<file path="config.mk">
export PLATFORM = sky130hd
export DESIGN_NAME = rbc_calendar_regs
export DESIGN_NICKNAME = d
export VERILOG_FILES = /design/src/hdl/rbc_calendar_regs.v /design/src/hdl/rbc_view_reg.v /design/src/hdl/rbc_digit_check.v
export VERILOG_INCLUDE_DIRS = /design/src /design/src/include
export SDC_FILE = /design/constraint.sdc
export NUM_CORES = 1
export LEC_CHECK = 0
export BUFFER_PORTS_ARGS = -buffer_cell sky130_fd_sc_hd__buf_4
export CAP_MARGIN = 30
export CORE_MARGIN = 5
export CORE_UTILIZATION = 30
export DETAILED_ROUTE_END_ITERATION = 8
export PLACE_DENSITY = 0.49
export SLEW_MARGIN = 20
export SYNTH_ARGS = -nofsm -noshare
export SYNTH_HDL_FRONTEND = slang
export SYNTH_HIERARCHICAL = 1
export SYNTH_SLANG_ARGS = --single-unit
</file>
<file path="constraint.sdc">
create_clock -name I_CLK -period 1 [get_ports I_CLK]
set_input_delay 0.15 -clock I_CLK [delete_from_list [all_inputs] [get_ports I_CLK]]
set_output_delay 0.15 -clock I_CLK [all_outputs]
set_load 0.05 [all_outputs]
</file>
<file path="src/include/rbc_defs.vh">
// register offsets, field positions and selector codes of the calendar and alarm value views
`ifndef RBC_DEFS_VH
`define RBC_DEFS_VH

// register byte offsets on the apb window
`define RBC_OFF_CTRL        12'h000
`define RBC_OFF_TIME_VIEW   12'h004
`define RBC_OFF_ALARM_VIEW  12'h008
`define RBC_OFF_DIGIT_OK    12'h00c

// control register fields
`define RBC_CTRL_UNLOCK     13
`define RBC_CTRL_VPTR_LO    8
`define RBC_CTRL_APTR_LO    0
`define RBC_CTRL_MASK       32'h0000_2303

// window pointer codes
`define RBC_VPTR_MONTH_DAY  2'h2
`define RBC_APTR_ALARM_WEEKDAY_DIGIT_HOUR  2'h1
`define RBC_APTR_MIN_SEC    2'h0

// implemented bits of each view
`define RBC_MASK_MONTH_DAY  16'h1f3f
`define RBC_MASK_ALARM_WEEKDAY_DIGIT_HOUR  16'h073f
`define RBC_MASK_MIN_SEC    16'h7f7f

// digit limits
`define RBC_MAX_MTH_TEN     4'h1
`define RBC_MAX_DAY_TEN     4'h3
`define RBC_MAX_ALARM_WEEKDAY_DIGIT        4'h6
`define RBC_MAX_HR_TEN      4'h2
`define RBC_MAX_MIN_TEN     4'h5
`define RBC_MAX_SEC_TEN     4'h5
`define RBC_MAX_ONES        4'h9

`endif

</file>
<file path="src/hdl/rbc_calendar_regs.v">
// apb register block for the calendar and alarm value views of the clock calendar unit
`timescale 1ns/100ps
`include "rbc_defs.vh"

// Functional notes
// - value pointer 10 shows month and day view at its fixed bit positions
// - month tens digit is one bit, value 0 or 1
// - month ones digit is bits 11-8, bcd 0 to 9
// - day tens bits 5-4 range 0-3, day ones bits 3-0 range 0-9
// - value views accept writes only while the write unlock bit is 1
// - every unimplemented view bit reads zero
// - alarm pointer 01 shows weekday in bits 10-8, 0-6; 15-11 read zero
// - hour tens bits 5-4 range 0-2, hour ones bits 3-0
// - alarm pointer 00: minute tens bits 14-12 range 0-5, ones bits 11-8
// - seconds tens bits 6-4 range 0-5, seconds ones bits 3-0
// - digit bits are undefined after power-on until software loads them
// - write unlock bit decides whether time value view writes are taken
module rbc_calendar_regs (
   // clock and reset
   input  wire        I_CLK,
   input  wire        I_RST_N,
   // apb slave
   input  wire        I_PSEL,
   input  wire        I_PENABLE,
   input  wire        I_PWRITE,
   input  wire [11:0] I_PADDR,
   input  wire [31:0] I_PWDATA,
   output reg  [31:0] O_PRDATA,
   output reg         O_PREADY,
   output reg         O_PSLVERR
);
   // ------------------------------------------------------------
   // reset release
   // ------------------------------------------------------------
   reg rst_meta_n;
   reg rst_n;

   always @(posedge I_CLK or negedge I_RST_N) begin
      if (!I_RST_N) begin
         rst_meta_n <= 1'b0;
         rst_n      <= 1'b0;
      end else begin
         rst_meta_n <= 1'b1;
         rst_n      <= rst_meta_n;
      end
   end

   // ------------------------------------------------------------
   // control register: unlock bit and the two window pointers
   // ------------------------------------------------------------
   reg        value_write_unlock;
   reg [1:0]  value_window_pointer;
   reg [1:0]  alarm_window_pointer;

   wire       setup_phase  = I_PSEL && !I_PENABLE;
   wire       access_phase = I_PSEL && I_PENABLE;
   wire       hit_ctrl     = (I_PADDR == `RBC_OFF_CTRL);
   wire       hit_time     = (I_PADDR == `RBC_OFF_TIME_VIEW);
   wire       hit_alarm    = (I_PADDR == `RBC_OFF_ALARM_VIEW);
   wire       hit_ok       = (I_PADDR == `RBC_OFF_DIGIT_OK);
   wire       hit_any      = hit_ctrl | hit_time | hit_alarm | hit_ok;

   // slave answers in the first access cycle, so the write commits there;
   // ready stands for that one cycle only, so each write lands exactly once
   wire       wr_commit    = access_phase && I_PWRITE && O_PREADY;

   always @(posedge I_CLK or negedge rst_n) begin
      if (!rst_n) begin
         value_write_unlock   <= 1'b0;
         value_window_pointer <= 2'h0;
         alarm_window_pointer <= 2'h0;
      end else if (wr_commit && hit_ctrl) begin
         value_write_unlock   <= I_PWDATA[`RBC_CTRL_UNLOCK];
         value_window_pointer <= I_PWDATA[`RBC_CTRL_VPTR_LO +: 2];
         alarm_window_pointer <= I_PWDATA[`RBC_CTRL_APTR_LO +: 2];
      end
   end

   // ------------------------------------------------------------
   // view storage
   // ------------------------------------------------------------
   // locked views silently drop the write; the bus still completes cleanly
   wire        we_month_day = wr_commit && hit_time && value_write_unlock &&
                              (value_window_pointer == `RBC_VPTR_MONTH_DAY);
   wire        we_alarm_weekday_digit_hour = wr_commit && hit_alarm && value_write_unlock &&
                              (alarm_window_pointer == `RBC_APTR_ALARM_WEEKDAY_DIGIT_HOUR);
   wire        we_min_sec   = wr_commit && hit_alarm && value_write_unlock &&
                              (alarm_window_pointer == `RBC_APTR_MIN_SEC);
   wire [15:0] month_day;
   wire [15:0] alarm_weekday_digit_hour;
   wire [15:0] min_sec;
   wire [2:0]  digit_ok;

   rbc_view_reg #(.MASK(`RBC_MASK_MONTH_DAY)) u_month_day (
      .i_clk   (I_CLK),
      .i_we    (we_month_day),
      .i_wdata (I_PWDATA[15:0]),
      .o_rdata (month_day)
   );

   rbc_view_reg #(.MASK(`RBC_MASK_ALARM_WEEKDAY_DIGIT_HOUR)) u_alarm_weekday_digit_hour (
      .i_clk   (I_CLK),
      .i_we    (we_alarm_weekday_digit_hour),
      .i_wdata (I_PWDATA[15:0]),
      .o_rdata (alarm_weekday_digit_hour)
   );

   rbc_view_reg #(.MASK(`RBC_MASK_MIN_SEC)) u_min_sec (
      .i_clk   (I_CLK),
      .i_we    (we_min_sec),
      .i_wdata (I_PWDATA[15:0]),
      .o_rdata (min_sec)
   );

   // flags digit codes that software should never have loaded
   rbc_digit_check u_check (
      .i_month_day (month_day),
      .i_alarm_weekday_digit_hour (alarm_weekday_digit_hour),
      .i_min_sec   (min_sec),
      .o_ok        (digit_ok)
   );

   // ------------------------------------------------------------
   // read mux
   // ------------------------------------------------------------
   reg [31:0] next_rdata;

   always @* begin
      next_rdata = 32'h0000_0000;
      if (hit_ctrl) begin
         next_rdata[`RBC_CTRL_UNLOCK]          = value_write_unlock;
         next_rdata[`RBC_CTRL_VPTR_LO +: 2]    = value_window_pointer;
         next_rdata[`RBC_CTRL_APTR_LO +: 2]    = alarm_window_pointer;
      end else if (hit_time) begin
         // other pointer codes select views not held here; they read zero
         if (value_window_pointer == `RBC_VPTR_MONTH_DAY) begin
            next_rdata[15:0] = month_day;
         end
      end else if (hit_alarm) begin
         case (alarm_window_pointer)
            `RBC_APTR_ALARM_WEEKDAY_DIGIT_HOUR: next_rdata[15:0] = alarm_weekday_digit_hour;
            `RBC_APTR_MIN_SEC:   next_rdata[15:0] = min_sec;
            default:             next_rdata[15:0] = 16'h0000;
         endcase
      end else if (hit_ok) begin
         next_rdata[2:0] = digit_ok;
      end
   end

   // ------------------------------------------------------------
   // apb answer: one wait-free access cycle
   // ------------------------------------------------------------
   always @(posedge I_CLK or negedge rst_n) begin
      if (!rst_n) begin
         O_PREADY  <= 1'b0;
         O_PRDATA  <= 32'h0000_0000;
         O_PSLVERR <= 1'b0;
      end else begin
         O_PREADY  <= setup_phase;
         O_PSLVERR <= setup_phase && !hit_any;
         if (setup_phase && !I_PWRITE) begin
            O_PRDATA <= next_rdata;
         end else begin
            O_PRDATA <= 32'h0000_0000;
         end
      end
   end
endmodule // rbc_calendar_regs

</file>
<file path="src/hdl/rbc_view_reg.v">
// one 16-bit value view: masked storage with gated write, contents undefined until loaded
`timescale 1ns/100ps
module rbc_view_reg #(
   parameter [15:0] MASK = 16'hffff
) (
   // clock
   input  wire        i_clk,
   // write side
   input  wire        i_we,
   input  wire [15:0] i_wdata,
   // read side
   output wire [15:0] o_rdata
);
   reg [15:0] store;

   // no reset on purpose: digits are unknown until software loads them
   always @(posedge i_clk) begin
      if (i_we) begin
         store <= i_wdata & MASK;
      end
   end

   assign o_rdata = store & MASK;
endmodule // rbc_view_reg

</file>
<file path="src/hdl/rbc_digit_check.v">
// checks that every bcd digit of a view lies in its documented range
`timescale 1ns/100ps
`include "rbc_defs.vh"
module rbc_digit_check (
   // view contents
   input  wire [15:0] i_month_day,
   input  wire [15:0] i_alarm_weekday_digit_hour,
   input  wire [15:0] i_min_sec,
   // one bit per view, high when all digits are legal
   output wire [2:0]  o_ok
);
   assign o_ok[0] = ({3'h0, i_month_day[12]} <= `RBC_MAX_MTH_TEN) &&
                    (i_month_day[11:8] <= `RBC_MAX_ONES) &&
                    ({2'h0, i_month_day[5:4]} <= `RBC_MAX_DAY_TEN) &&
                    (i_month_day[3:0] <= `RBC_MAX_ONES);
   assign o_ok[1] = ({1'h0, i_alarm_weekday_digit_hour[10:8]} <= `RBC_MAX_ALARM_WEEKDAY_DIGIT) &&
                    ({2'h0, i_alarm_weekday_digit_hour[5:4]} <= `RBC_MAX_HR_TEN) &&
                    (i_alarm_weekday_digit_hour[3:0] <= `RBC_MAX_ONES);
   assign o_ok[2] = ({1'h0, i_min_sec[14:12]} <= `RBC_MAX_MIN_TEN) &&
                    (i_min_sec[11:8] <= `RBC_MAX_ONES) &&
                    ({1'h0, i_min_sec[6:4]} <= `RBC_MAX_SEC_TEN) &&
                    (i_min_sec[3:0] <= `RBC_MAX_ONES);
endmodule // rbc_digit_check

</file>
# Word level (Yosys, flattened, before mapping)
# Cells that the tools add are included.
# Widths: inputs -> output; s select.
[totals]
register_bits = 59
elab_cells = 66
output_inout_bits = 34
[classes]
reduce_logical = 25
n_lt_le_gt_ge = 9
bitwise_logic = 3
muxes = 13
eq_ne = 5
[ops]
columns = ["cell", "n"]
rows = [
  ["$mux 16", 2],
  ["$pmux 15 s2", 1],
  ["$mux 13", 2],
  ["$eq 12x4->1 const B", 2],
  ["$le 4x4->1 const B", 5],
  ["$logic_and 1x1->1", 20],
  ["$eq 12x3->1 const B", 1],
  ["$logic_not 12->1", 1],
  ["$le 3x3->1 const B", 3],
  ["$mux 3", 3],
  ["$mux 2", 3],
  ["$mux 6", 1],
  ["$logic_not 1->1", 3],
  ["$or 1x1->1", 3],
  ["$eq 2x1->1 const B", 1],
  ["$eq 2x2->1 const B", 1],
  ["$le 2x2->1 const B", 1],
  ["$logic_not 2->1", 1],
  ["$mux 1", 1],
]

# Logic depth before layout (Yosys ltp)
[logic_depth]
depth_word = 9
depth_mapped = 7
mapped_depth_nobuf = 5

# Modules after synthesis
# Netlist, hierarchy kept.
[modules_own_cells]
columns = ["module", "area_per_inst_um2", "n_inst", "cells_per_inst", "seq_area_each_um2"]
rows = [
  ["rbc_calendar_regs", 1478.9, 1, 145, 625.6],
  ["rbc_view_reg at u_min_sec", 439.2, 1, 17, 420.4],
  ["rbc_view_reg at u_month_day", 371.6, 1, 17, 330.3],
  ["rbc_view_reg at u_alarm_weekday_digit_hour", 326.6, 1, 17, 270.3],
  ["rbc_digit_check", 60.1, 1, 11, 0.0],
]

# Worst setup path after synthesis
# No wires, ideal clock.
[synth_timing]
path_kind = "input to register"
startpoint = "in I_PADDR[9]"
endpoint = "reg u_month_day.store[0], enable pin"
required_time_ns = 0.651
slack_ns = -1.266
stages = 5
n_path_buf = 2
arrival_ns = 1.917
cell_sequence = "or4_1 -> buf_2 -> nor4_2 -> clkbuf_1 -> and3_1"
[synth_via]
elab_chain_cells = 4
[synth_lines]
columns = ["item", "line", "source"]
rows = [
  ["start: declaration", "rbc_calendar_regs.v:26", "input wire [11:0] I_PADDR,"],
  ["$eq 12x3->1 (no source line)", "-", ""],
  ["$logic_and 1x1->1 (3 in a row)", "rbc_calendar_regs.v:83", "wire we_month_day = wr_commit && hit_time && value_write_unlock &&"],
  ["net we_month_day", "rbc_calendar_regs.v:83", ""],
  ["end signal: assignment", "rbc_view_reg.v:19", "store <= i_wdata & MASK;"],
  ["end: declaration", "rbc_view_reg.v:14", "reg [15:0] store;"],
]
# The timed path passes the listed nets, and every way through them passes these cells.
# A chain may end at the register's enable or synchronous reset.

# Worst setup path in the final report
[layout_timing]
startpoint = "reg value_window_pointer[0]"
endpoint = "reg u_month_day.store[12], enable pin"
[layout_via]
elab_chain_cells = 2
[layout_lines]
columns = ["item", "line", "source"]
rows = [
  ["start: declaration", "rbc_calendar_regs.v:52", "reg [1:0] value_window_pointer;"],
  ["start signal: assignment", "rbc_calendar_regs.v:74", "value_window_pointer <= I_PWDATA[`RBC_CTRL_VPTR_LO +: 2];"],
  ["$eq 2x2->1 (no source line)", "-", ""],
  ["$logic_and 1x1->1", "rbc_calendar_regs.v:83", ""],
  ["net we_month_day", "rbc_calendar_regs.v:83", ""],
]
# The timed path passes the listed nets, and every way through them passes these cells.

==> flow_results.org <==
** STA
- The final-report max-slew violation count came to 0.
- Share of the clock period used by the worst path after layout :: 1.81
- Setup repair after global routing missed its margin :: yes
- Setup violations remaining at the end of the flow were counted as between 70 and 80.
- Setup ws final :: -0.809 ns
- Final-report hold violation count :: 0
- Hold is met by 0.0121 ns.
- Counting I/O delays and the setup requirement, the final critical path takes 1.81 ns.
- After routing, the total negative slack on setup checks comes to -35.61 ns.
- Max Clk Rate :: between 500 and 600 MHz
- Worst setup skew after layout :: roughly 0.0076 ns

** Setup path
- Worst-path fanout max :: 6
- Sum of buffers and inverters on the critical path :: 0
- Data arrival at the endpoint of the critical path :: 1.85 ns
- The worst setup path is captured at a register.
- Critical path launch point type :: register
- Worst-path cell with the longest stage delay :: sky130_fd_sc_hd__or4bb_4
- Worst setup path class :: register to register
- Worst path top cell family by delay :: simple AND/OR/NAND/NOR gates
- Cell breakdown of the critical path :: or4bb_4 -> nor4_4 -> and3_4
- Worst endpoint required time :: 1.04 ns
- Delay of the slowest critical-path stage :: 0.55 ns

** Pwr
- Power density of the placed cells :: ~1300 nW/um2
- Summed over all cells, the static leakage comes to 1.60 nW.
- Sum of internal, switching and leakage power :: slightly below 5 mW
- IR drop worst, VDD :: 803 uV

** Synthesis
- Gate count of the mapped netlist :: ~210
- The synthesized netlist contains 37 unique library cells.
- Synthesized area per cell :: 12.9 um2
- Yosys printed 6 warnings.
- Counting flops and latches in the post-synthesis netlist gives 59.
- Number of enable flip-flop cells after synthesis :: 34
- Share of synthesized area occupied by flip-flops and latches :: 0.615
- Asr flop ratio synth :: 0.424
- Most common flop cell mapped by yosys :: sky130_fd_sc_hd__edfxtp_1
- Cell Area, Synth :: 2680 um2

** Hold path
- Type of the most critical hold path :: input pin to register

** Floorplan
- Width of the chip :: 104 um
- IO Pins :: slightly above 80
- Initial Utilization :: 0.307
- Die H :: 104 um
- In this run the standard cell core region covers 8720 um2.
- Area enclosed by the die boundary :: between 10000 and 15000 um2
- The initialized floorplan defines 34 standard-cell rows.

** Global routing
- Initial antenna violation count :: 0
- The via count of the first global-routing pass came to ~2.0k.
- The first global-routing pass estimated 10.4 mm of wire.
- Leftover overflow at the end of global routing :: 0
- Across every metal layer, demand over resource in global routing totals 0.123.
- Entering global routing, the biggest net connects 24 pins.

** Place
- Number of input and output port buffers inserted :: 48
- HPWL after detailed placement :: roughly 4.6 mm
- Routability congestion estimate from global placement :: ~0.85

** CTS
- Clock-pin slew was measured on the worst setup and hold paths at 0.07 ns.
- TritonCTS created 9 clock buffers.
- Number of buffers on the longest clock path :: 2
- TritonCTS clock tree :: done
- The later pin in the worst-skew pair is clocked with a latency of around 0.34 ns.
- The H-tree was split into 3 levels.
- The tree is rooted in a sky130_fd_sc_hd__clkbuf_8.
- CTS saw 59 sinks.

** Detailed routing
- Via/cell ratio :: 4.46
- Before antenna repair, the detailed router went through 4 iterations.
- Count of nets left with antenna violations after detail routing :: 0
- After detailed routing, the number of remaining DRC violations is 0.
- Number of DRC markers in iteration 0 :: 87
- DR vias :: between 1.5k and 2k
- Routed Wire Length :: 6.57 mm
- WL/cell :: 15.7 um

** Cells and area
- The number of antenna diodes in the final layout is 0.
- Layout-stage area growth over the synthesis result :: 43.0%
- Layout Nets :: 355
- The filler cells instantiated in the layout total 793.
- In the final layout, the share of cells above drive strength 1 is 0.450.

** Job
- Number of violations of the max-capacitance limit :: 0

** Outcome
- The final reports fail on setup timing.
- The flow ran to the end, but the final reports show violations.
synth_stat cells, drive strengths merged, types with 2 or more instances:
master / n / area [um2]
a21oi: 3 / 15.0
a22oi: 9 / 67.6
a2bb2oi: 2 / 17.5
a32oi: 7 / 61.3
and3: 5 / 31.3
buf: 33 / 240
clkbuf: 7 / 26.3
conb: 5 / 18.8
dfrtp: 25 / 626
edfxtp: 34 / 1020
inv: 2 / 7.51
mux2: 15 / 169
mux2i: 6 / 60.1
nand2: 2 / 7.51
nor2: 16 / 60.1
nor2b: 3 / 26.3
nor4: 4 / 31.3
o21ai: 13 / 65.1
or4: 2 / 15.0
stage by stage:
stage | cell area (um2) | std cells | util | setup slack (ns)
2_1_floorplan | 2830 | 233 | - | -1.07
6_report | 3830 | 419 | 0.439 | -0.809
5_1_grt | 3830 | 419 | 0.439 | -0.843
4_1_cts | 3780 | 417 | 0.434 | -0.783
3_5_place_dp | 3340 | 387 | 0.383 | -1.06
3_3_place_gp | 3340 | 387 | 0.383 | -1.05
worst paths after layout:
check	start	to	slack [ns]	cells past startpoint
min	I_PWDATA[8]	u_min_sec/store[8]	0.01	1
max	value_window_pointer[0]	u_month_day/store[12]	-0.81	3
max in group asynchronous	rst_n	O_PRDATA[6]	0.53	1
min reg2reg	rst_n	O_PRDATA[8]	0.23	1
min in group asynchronous	I_RST_N	rst_meta_n	0.12	2
max reg2reg	value_window_pointer[0]	u_month_day/store[12]	-0.81	3
registers in the layout, summed over array words and instances, names as in the netlist, 2 cells and up:
signal and cells:
O_PRDATA 16, u_min_sec/store 14, u_month_day/store 11, u_alarm_weekday_digit_hour/store 9
alarm_window_pointer 2, value_window_pointer 2
area by class of cell:
cell class	count	area (um2)	share of cell area
sequential	59	1650	0.430
tap	108	135	0.0353
clock inverter	5	30.0	0.00785
inverter	2	7.51	0.00196
timing repair buffer	100	885	0.231
multi-input combinational	134	981	0.256
clock buffer	11	141	0.0370
power by group:
group	internal [mW]	switching [mW]
clock network	0.953	0.954
registers	2.59	0.00305
logic	0.170	0.270
logic make-up after synthesis:
logic type             count (synthesis)  share of synthesized area
buffers and inverters                 42                      0.102
multiplexers                          21                     0.0856
flip-flops                            59                      0.615
other                                  5                    0.00701
AO/OA/AOI/OAI                         36                     0.0907
AND/OR/NAND/NOR                       44                     0.0991
metal layers:
layer	global-route usage	routed length, um
met1	0.157	2900
met2	0.199	3040
met3	0.0292	514
met4	0.0527	109
met5	0	0
cell usage in the layout, fill, tap and decap left out, drive strengths merged, types with 9 or more instances in the layout:
cell type    instances
conb                31
clkbuf              11
edfxtp              34
o21ai               13
a22oi                9
dlygate4sd3          9
mux2                15
buf                 91
dfrtp               25
nor2                16
what timing repair did:
item                                    4_1_cts  5_1_grt
endpoints found under the hold margin        15        3
setup buffers                                 4        2
gates resized for setup                      41        5
pin swaps                                     6        5
hold buffers                                  8        1
gates cloned                                  2        0
endpoints found under the setup margin       72       72
(Power assumes the default switching activity.)
